`src/dacswp_pkg.sv`:
```
package dacswp_pkg;
    localparam int FRAME_BITS = 24;
    localparam int CODE_BITS = 16;
    localparam int CNT_W = 5;
    localparam logic [CNT_W-1:0] CNT_RST = 5'h00;
    localparam logic [CODE_BITS-1:0] CODE_RST = 16'h0000;
    localparam logic [FRAME_BITS-1:0] WORD_RST = 24'h000000;
    localparam int SYNC_STAGES = 3;
    typedef enum logic [1:0] {DACSWP_IDLE, DACSWP_SHIFT, DACSWP_DONE} dacswp_state_t;
endpackage : dacswp_pkg

```
`src/dacswp_sync_if.sv`:
```
`timescale 1ns/100ps
`default_nettype none
interface dacswp_sync_if;
    logic sclk_fall;
    logic sel_low;
    logic sel_rise;
    logic din;
    modport src (output sclk_fall, output sel_low, output sel_rise, output din);
    modport dst (input sclk_fall, input sel_low, input sel_rise, input din);
endinterface : dacswp_sync_if
`default_nettype wire

```
`src/dacswp_pin_sync.sv`:
```
`timescale 1ns/100ps
`default_nettype none
module dacswp_pin_sync
    import dacswp_pkg::*;
(
    // clock and reset
    input wire logic clk_sys_i,
    input wire logic rst_i,
    // pins
    input wire logic sclk_i,
    input wire logic sel_n_i,
    input wire logic din_i,
    // conditioned events
    dacswp_sync_if.src ev
);
    logic [SYNC_STAGES-1:0] sclk_r, sel_r, din_r;
    logic sclk_q_r, sel_q_r, din_q_r;
    logic sclk_q_nxt, sel_q_nxt, din_q_nxt;

    // stage two and three agreeing filters single-sample glitches
    always_comb begin
        sclk_q_nxt = (sclk_r[1] == sclk_r[2]) ? sclk_r[2] : sclk_q_r;
        sel_q_nxt = (sel_r[1] == sel_r[2]) ? sel_r[2] : sel_q_r;
        din_q_nxt = (din_r[1] == din_r[2]) ? din_r[2] : din_q_r;
    end

    always_ff @(posedge clk_sys_i) begin
        if (rst_i) begin
            sclk_r <= '0;
            sel_r <= '1;
            din_r <= '0;
            sclk_q_r <= 1'b0;
            sel_q_r <= 1'b1;
            din_q_r <= 1'b0;
        end else begin
            sclk_r <= {sclk_r[SYNC_STAGES-2:0], sclk_i};
            sel_r <= {sel_r[SYNC_STAGES-2:0], sel_n_i};
            din_r <= {din_r[SYNC_STAGES-2:0], din_i};
            sclk_q_r <= sclk_q_nxt;
            sel_q_r <= sel_q_nxt;
            din_q_r <= din_q_nxt;
        end
    end

    // din is delayed like sclk so the bit is sampled as it stood at the fall
    assign ev.sclk_fall = sclk_q_r & ~sclk_q_nxt;
    assign ev.sel_low = ~sel_q_r;
    assign ev.sel_rise = ~sel_q_r & sel_q_nxt;
    assign ev.din = din_q_r;
endmodule : dacswp_pin_sync
`default_nettype wire

```
`src/dacswp_port.sv`:
```
`timescale 1ns/100ps
`default_nettype none
// Function
// - frame select low frames a write
// - frame select low enables shift register
// - data sampled on serial clock falling edge
// - shift register is 24 bits wide
// - 24th falling edge updates dac output
// - early frame select rise aborts, discards
// - code is straight binary 0 to 65535
module dacswp_port
    import dacswp_pkg::*;
#(
    parameter int WORD_W = FRAME_BITS
) (
    // clock and reset
    input wire logic clk_sys_i,
    input wire logic rst_i,
    // serial pins
    input wire logic sclk_i,
    input wire logic sel_n_i,
    input wire logic din_i,
    // converter side
    output logic [CODE_BITS-1:0] analog_output_code_o,
    output logic [WORD_W-1:0] frame_word_o,
    output logic update_o,
    output logic busy_o
);
    // counter, code slice and last-bit decode assume one frame layout
    if (WORD_W != FRAME_BITS) begin : g_bad_word_w
        $error("dacswp_port: WORD_W must equal FRAME_BITS");
    end
    if (WORD_W < CODE_BITS) begin : g_bad_code_w
        $error("dacswp_port: WORD_W is narrower than the code");
    end
    if ((2 ** CNT_W) <= WORD_W) begin : g_bad_cnt_w
        $error("dacswp_port: CNT_W cannot count a whole frame");
    end
    if (SYNC_STAGES < 3) begin : g_bad_sync
        $error("dacswp_port: the pin filter needs three stages");
    end

    dacswp_sync_if ev();

    dacswp_pin_sync u_sync (
        .clk_sys_i(clk_sys_i),
        .rst_i(rst_i),
        .sclk_i(sclk_i),
        .sel_n_i(sel_n_i),
        .din_i(din_i),
        .ev(ev)
    );

    // local names for the conditioned pin events
    logic fall_w;
    logic sel_low_w;
    logic sel_rise_w;
    logic din_w;

    assign fall_w = ev.sclk_fall;
    assign sel_low_w = ev.sel_low;
    assign sel_rise_w = ev.sel_rise;
    assign din_w = ev.din;

    // a frame is being shifted in
    function automatic logic shifting(
        input dacswp_state_t st
    );
        return st == DACSWP_SHIFT;
    endfunction : shifting

    // bits are taken while armed or shifting, never once the frame is full
    function automatic logic can_take(
        input dacswp_state_t st,
        input logic sel_low
    );
        return sel_low && ((st == DACSWP_IDLE) || (st == DACSWP_SHIFT));
    endfunction : can_take

    // the fall that brings the count to a full frame
    function automatic logic is_last(
        input dacswp_state_t st,
        input logic [CNT_W-1:0] cnt
    );
        return shifting(st) && (cnt == CNT_W'(WORD_W - 1));
    endfunction : is_last

    dacswp_state_t state_r;
    dacswp_state_t state_nxt;
    logic [WORD_W-1:0] shift_r;
    logic [WORD_W-1:0] shift_nxt;
    logic [WORD_W-1:0] shift_in_w;
    logic [CNT_W-1:0] cnt_r;
    logic [CNT_W-1:0] cnt_nxt;
    logic [WORD_W-1:0] word_r;
    logic [WORD_W-1:0] word_nxt;
    logic [CODE_BITS-1:0] code_r;
    logic [CODE_BITS-1:0] code_nxt;
    logic upd_r;
    logic upd_nxt;
    logic take_w;
    logic last_w;

    // din carries the same delay as the edge that samples it
    assign shift_in_w[0] = din_w;
    for (genvar gi = 1; gi < WORD_W; gi++) begin : g_chain
        assign shift_in_w[gi] = shift_r[gi-1];
    end

    // falls while frame select is high or after the last bit are dropped
    assign take_w = can_take(state_r, sel_low_w) && fall_w;
    assign last_w = take_w && is_last(state_r, cnt_r);

    // frame state
    always_comb begin
        state_nxt = state_r;
        case (state_r)
            DACSWP_IDLE: begin
                if (can_take(state_r, sel_low_w)) begin
                    state_nxt = DACSWP_SHIFT;
                end
            end
            DACSWP_SHIFT: begin
                if (!sel_low_w) begin
                    state_nxt = DACSWP_IDLE;
                end else if (take_w && is_last(state_r, cnt_r)) begin
                    state_nxt = DACSWP_DONE;
                end
            end
            DACSWP_DONE: begin
                // only a rise then a fresh fall of frame select rearms
                if (sel_rise_w || !sel_low_w) begin
                    state_nxt = DACSWP_IDLE;
                end
            end
            default: begin
                state_nxt = DACSWP_IDLE;
            end
        endcase
    end

    always_ff @(posedge clk_sys_i) begin
        if (rst_i) begin
            state_r <= DACSWP_IDLE;
        end else begin
            state_r <= state_nxt;
        end
    end

    // shift register and bit count
    always_comb begin
        shift_nxt = shift_r;
        cnt_nxt = cnt_r;
        case (state_r)
            DACSWP_IDLE: begin
                cnt_nxt = CNT_RST;
                if (take_w) begin
                    shift_nxt = shift_in_w;
                    cnt_nxt = 5'h01;
                end
            end
            DACSWP_SHIFT: begin
                if (take_w) begin
                    shift_nxt = shift_in_w;
                    cnt_nxt = cnt_r + 5'h01;
                end
            end
            DACSWP_DONE: begin
                // the count stays full; can_take drops every fall in this state
                cnt_nxt = cnt_r;
            end
            default: begin
                cnt_nxt = CNT_RST;
            end
        endcase
    end

    always_ff @(posedge clk_sys_i) begin
        if (rst_i) begin
            shift_r <= WORD_RST;
            cnt_r <= CNT_RST;
        end else begin
            shift_r <= shift_nxt;
            cnt_r <= cnt_nxt;
        end
    end

    // converter word, code and update strobe
    always_comb begin
        word_nxt = word_r;
        code_nxt = code_r;
        upd_nxt = 1'b0;
        case (state_r)
            DACSWP_SHIFT: begin
                // an aborted frame never gets here, so the old code stands
                if (last_w) begin
                    word_nxt = shift_in_w;
                    // low bits carry the straight binary code
                    code_nxt = shift_in_w[CODE_BITS-1:0];
                    upd_nxt = 1'b1;
                end
            end
            default: begin
                upd_nxt = 1'b0;
            end
        endcase
    end

    always_ff @(posedge clk_sys_i) begin
        if (rst_i) begin
            word_r <= WORD_RST;
            code_r <= CODE_RST;
            upd_r <= 1'b0;
        end else begin
            word_r <= word_nxt;
            code_r <= code_nxt;
            upd_r <= upd_nxt;
        end
    end

    assign analog_output_code_o = code_r;
    assign frame_word_o = word_r;
    assign update_o = upd_r;
    assign busy_o = shifting(state_r);
endmodule : dacswp_port
`default_nettype wire

```
`config.mk`:
```
export PLATFORM = sky130hd
export DESIGN_NAME = dacswp_port
export DESIGN_NICKNAME = d
export VERILOG_FILES = /design/src/dacswp_pkg.sv /design/src/dacswp_sync_if.sv /design/src/dacswp_pin_sync.sv /design/src/dacswp_port.sv
export SDC_FILE = /design/constraint.sdc
export NUM_CORES = 1
export LEC_CHECK = 0
export BUFFER_PORTS_ARGS = -buffer_cell sky130_fd_sc_hd__buf_4
export CORE_MARGIN = 5
export CORE_UTILIZATION = 55
export CTS_CLUSTER_SIZE = 14
export DETAILED_ROUTE_END_ITERATION = 6
export GPL_ROUTABILITY_DRIVEN = 0
export GPL_TIMING_DRIVEN = 0
export PLACE_DENSITY = 0.82
export SLEW_MARGIN = 25
export SYNTH_ARGS = -nofsm -noshare
export SYNTH_HDL_FRONTEND = slang
export SYNTH_SLANG_ARGS = --single-unit
```
`constraint.sdc`:
```
create_clock -name clk_sys_i -period 2 [get_ports clk_sys_i]
set_input_delay 0.4 -clock clk_sys_i [delete_from_list [all_inputs] [get_ports clk_sys_i]]
set_output_delay 0.4 -clock clk_sys_i [all_outputs]
set_load 0.02 [all_outputs]
```
Yosys cells after proc, flatten, opt, wreduce, memory -nomap -nowiden
Cells that the tools add are included.

word-level totals
  input port bits = 5
  register bits = 83
  word-level logic and storage cells = 53
  output and inout bits = 42

cells by class
  reduce and logical (&&, ||, !) cells = 13
  equal/unequal tests = 10
  add/sub/neg operators = 1
  muxes and demuxes = 11
  bitwise logic cells = 6

operators with widths
  kind                                                                      count
  5-bit one-hot mux with 3 select lines                                     1
  2-bit two-way mux                                                         4
  2-bit one-hot mux with 3 select lines                                     1
  2-bit AND reduction                                                       3
  5-bit by 1-bit adder with 5-bit output (second input constant)            1
  5-bit equality test (second input constant)                               1
  5-bit two-way mux                                                         1
  1-bit logical AND                                                         4
  1-bit two-way mux                                                         4
  2-bit by 1-bit inequality test with 1-bit output (second input constant)  2
  1-bit inverter                                                            4
  2-bit OR reduction                                                        2
  1-bit equality test                                                       3
  3-bit by 1-bit inequality test with 1-bit output (second input constant)  1
  3-bit AND reduction                                                       1
  1-bit AND                                                                 2
  2-bit by 1-bit equality test with 1-bit output (second input constant)    1
  2-bit equality test (second input constant)                               1
  2-bit logical NOT                                                         1
  1-bit logical OR                                                          2
  2-bit inequality test (second input constant)                             1

Depth between registers and ports, before layout
  depth after elaboration = 9
  depth in mapped cells = 6
  mapped depth without buffers = 4

By module
From an unflattened synthesis, not the netlist that was laid out.

unflattened totals
  cells, all modules = 302
  area total of the unflattened synthesis = 2,608.8 µm²

modules (own cells, without submodules)
  module           area each (µm²)  times used  seq. area each (µm²)  cells each
  dacswp_port      2,225.9          1           1,101.1               267
  dacswp_pin_sync  382.9            1           240.2                 35

Worst setup path before layout
OpenSTA, ideal clock, no wires.

  path type = reg-to-reg
  start point = register cnt_r[0]
  end point = register word_r[10], in the netlist frame_word_o[10]
  arrival = 1.462 ns
  stages on the path, launching flop included = 7
  buffers on the path = 2
  setup time = 0.072 ns
  period minus slack after synthesis = 1.534 ns
  data required time = 1.928 ns
  slack = 0.466 ns
  cell sequence = dfxtp_1 ha_1 and4b_1 and4_1 buf_4 buf_4 mux2i_1

on the way
  longest elaborated chain between the ends = 4

RTL lines
  item                                  line                source
  start: declaration                    dacswp_port.sv:93   logic [CNT_W-1:0] cnt_r;
  start signal: assignment              dacswp_port.sv:184  cnt_r <= cnt_nxt;
  5-bit equality test                   dacswp_port.sv:85   return shifting(st) && (cnt == CNT_W'(WORD_W - 1));
  1-bit logical AND                     dacswp_port.sv:85
  1-bit logical AND                     dacswp_port.sv:112  assign last_w = take_w && is_last(state_r, cnt_r);
  2-bit AND reduction (no source line)  -
  end signal: assignment                dacswp_port.sv:215  word_r <= word_nxt;
  end: declaration                      dacswp_port.sv:95   logic [WORD_W-1:0] word_r;

Every way passes these cells.
A chain may end at the register's enable or synchronous reset.

Worst setup path after layout
  start point = register state_r[0]
  end point = output busy_o

on the way
  longest elaborated chain between the ends = 1

RTL lines
  item                                            line                source
  start: declaration                              dacswp_port.sv:88   dacswp_state_t state_r;
  start signal: assignment                        dacswp_port.sv:146  state_r <= state_nxt;
  2-bit by 1-bit equality test with 1-bit output  dacswp_port.sv:69   return st == DACSWP_SHIFT;
  end: declaration                                dacswp_port.sv:27   output logic busy_o

Every way passes these cells.

==> metrics.yaml <==
clock_network:
  clock_latency_ns: 0.35
  cts_tree: "done"
  htree_num_levels: 3
  cts_buffer_depth: 2
  cts_setup_buffers: 0
  numCtsBuffers: 9
  hold_buffers: 0
  clockRootBuffer: "clkbuf_8"
  cts_resized: 0
  cts_sinks: 67
  clk_pin_slew_ns: 0.06
worst_setup_path:
  r2r-start: "cnt_r[0]$_SDFFE_PP0P_"
  ff2ff_path_depth: 6
  reg2reg_slack_ns: 0.18
  crit_fanout: 10
  max_stage_delay_ns: 0.33
  cp_top_family: "buffers and inverters"
  worstSetupPathDepth: 4
  crit_buf_inv: 3
  path_cells: "buf_2 > nor2b_1 > clkbuf_1 > buf_4"
  crit_start: "state_r[0]$_SDFFE_PP0P_"
  crit_end: "busy_o"
  crit_arrival_ns: 1.46
  reg2reg_to: "frame_word_o[23]$_SDFFE_PP0P_"
  critPathSlowestCell: "dfxtp_1"
  start_kind: "flip-flop"
  worstSetupPathType: "reg2out"
  critPathRequiredTime_ns: 1.60
  crit_path_end_kind: "output pin"
global_routing:
  grt_start_max_net_pins: 12
  grt_pass1_vias: 2112
  antenna_found_initial: 0
  grt_pass1_wl_mm: 9.62
  overflow: 0
  grt_usage_pct: 19.2
synthesis:
  syn_inst: 307
  synthesis.nets: 313
  ys_top_cells_by_count: "dfxtp_1 (67), nand2_1 (52), nand3_1 (29)"
  yosys-top-cells-area: "dfxtp_1 (49%), mux2i_1 (9.2%), nand2_1 (7.2%)"
  post-synth-top-count-cell: "dfxtp_1"
  ys_dominant_reg_cell: "dfxtp_1"
  avgSynthCellArea_um2: 8.88
  yosys.area.top_type: "dfxtp_1"
  synth_cell_types: 33
  syn_area_um2: 2730
  seq_area_frac_synth_pct: 49.2
  netlist.area_leader.share_pct: 49.2
  synth-seq-cells: 67
  ys_warn_count: 0
  synth_edf_count: 0
  async_reset_ff_share_pct: 0
routing:
  firstDrtPassIters: 4
  wl_mm: 5.61
  viasPerCell: 5.21
  ant_nets: 0
  drc: 0
  wl_per_cell_um: 12.9
  vias: 2271
  drtIter0Drc: 132
floorplan:
  initial_utilization_pct: 57.3
  num_rows: 25
  die_y_um: 80.4
  die_area_um2: 6460
  ioPinCount: 47
  die_x_um: 80.4
  coreArea_um2: 4750
sta:
  drv_slew: 0
  tightest_slew_ns: 0.500
  clock_skew_ns: 0.00707
  rsz0062_at_grt: "false"
  setup_viol: 0
  fmax_mhz: 537
  finalSetupTns_ns: 0
  fin_crit_sh_pct: 93.1
  final-hold-violation-count: 0
  relSlewSlack_pct: 66.7
  min_period_ns: 1.86
cells_and_area:
  fillers: 409
  antennaDiodeCount: 0
  layout.cells.non_filler: 436
  syn_to_final_growth_pct: 23.6
  regArea_um2: 1340
  multiInputGateArea_um2: 1140
  fin_nets: 370
  drive_above_1_share_pct: 25.2
placed_design:
  hpwlAfterDp_mm: 3.84
  place_inst: 420
  port_buffers: 46
power_and_ir_drop:
  power_density_nw_per_um2: 763
  irDropWorstVdd_uv: 564
  p_leak_uw: 0.00127
min_path:
  worstHoldPathType: "in2reg"
outcome:
  status: "finished, final reports clean"
run:
  maxCapViolCount: 0
worst min-delay path by stage:
stage                                    start                         end  slack (ns)  cells past startpoint
finish                                 sel_n_i  u_sync.sel_r[0]$_SDFF_PP1_        0.24                      2
global route                           sel_n_i  u_sync.sel_r[0]$_SDFF_PP1_        0.24                      2
CTS                                    sel_n_i  u_sync.sel_r[0]$_SDFF_PP1_        0.23                      2
detailed placement  u_sync.sel_r[0]$_SDFF_PP1_  u_sync.sel_r[1]$_SDFF_PP1_        0.41                      1
global placement    u_sync.sel_r[0]$_SDFF_PP1_  u_sync.sel_r[1]$_SDFF_PP1_        0.41                      1
floorplan           u_sync.sel_r[0]$_SDFF_PP1_  u_sync.sel_r[1]$_SDFF_PP1_        0.39                      1
routing by layer:
metal | GRT usage [%] | vias to the layer above | wire length [um]
met5 | 0 | - | 0
met2 | 30.2 | 61 | 2590
met4 | 9.63 | 0 | 98
li1 | - | 1157 | -
met1 | 23.5 | 1045 | 2570
met3 | 6.05 | 8 | 346
stage by stage:
stage,total power (uW),cell area [um2],setup WS [ns],hold slack [ns],utilization (%)
after global placement,1420,3150,0.260,0.409,66.3
after detailed placement,1430,3150,0.219,0.413,66.3
final,2570,3370,0.137,0.242,70.8
after global routing,2660,3370,0.0357,0.241,70.8
after CTS,2590,3370,0.153,0.229,70.8
after floorplan,1400,2730,0.466,0.389,-
cell usage in the layout (no fill, tap or decap), types with 2 or more instances in the layout:
cell,count
a21oi_1,26
buf_2,6
buf_4,65
clkbuf_1,17
clkbuf_8,12
clkinv_2,2
dfxtp_1,67
mux2i_1,25
nand2_1,52
nand3_1,29
nor2_1,2
nor2b_1,8
nor4b_1,2
o2111ai_1,2
o21ai_0,13
o21ai_1,14
or2_2,3
or3_1,4
or4b_2,2
cells by family after synthesis:
logic type               after synthesis  synth area share [%]
AO/OA/AOI/OAI                         61                  12.3
AND/OR/NAND/NOR                      109                  19.9
adder cells (fa/ha/maj)                1                 0.459
buffers and inverters                 44                  8.95
multiplexers                          25                  9.18
flip-flops                            67                  49.2
power breakdown:
part           internal, uW  leakage (uW)  switching (uW)
registers              1340      0.000541            3.91
clock network           673      0.000108             502
logic                  13.9      0.000619            35.2
final cells by class:
cell class                 instances  area share [%]
sequential                        67            39.8
tap                               67            2.49
clock inverter                     4            1.41
clock buffer                      12            4.91
multi-input combinational        196            33.9
inverter                           2           0.223
buffer                            42            7.02
timing repair buffer              46            10.3
state kept, by name (all words and copies together), names as in the netlist:
signal	count
frame_word_o	24
shift_r	23
cnt_r	5
u_sync.din_r	3
u_sync.sclk_r	3
u_sync.sel_r	3
state_r	2
u_sync.ev.din	1
u_sync.sclk_q_r	1
u_sync.sel_q_r	1
update_o	1
Power figures use the tool's default switching activity.
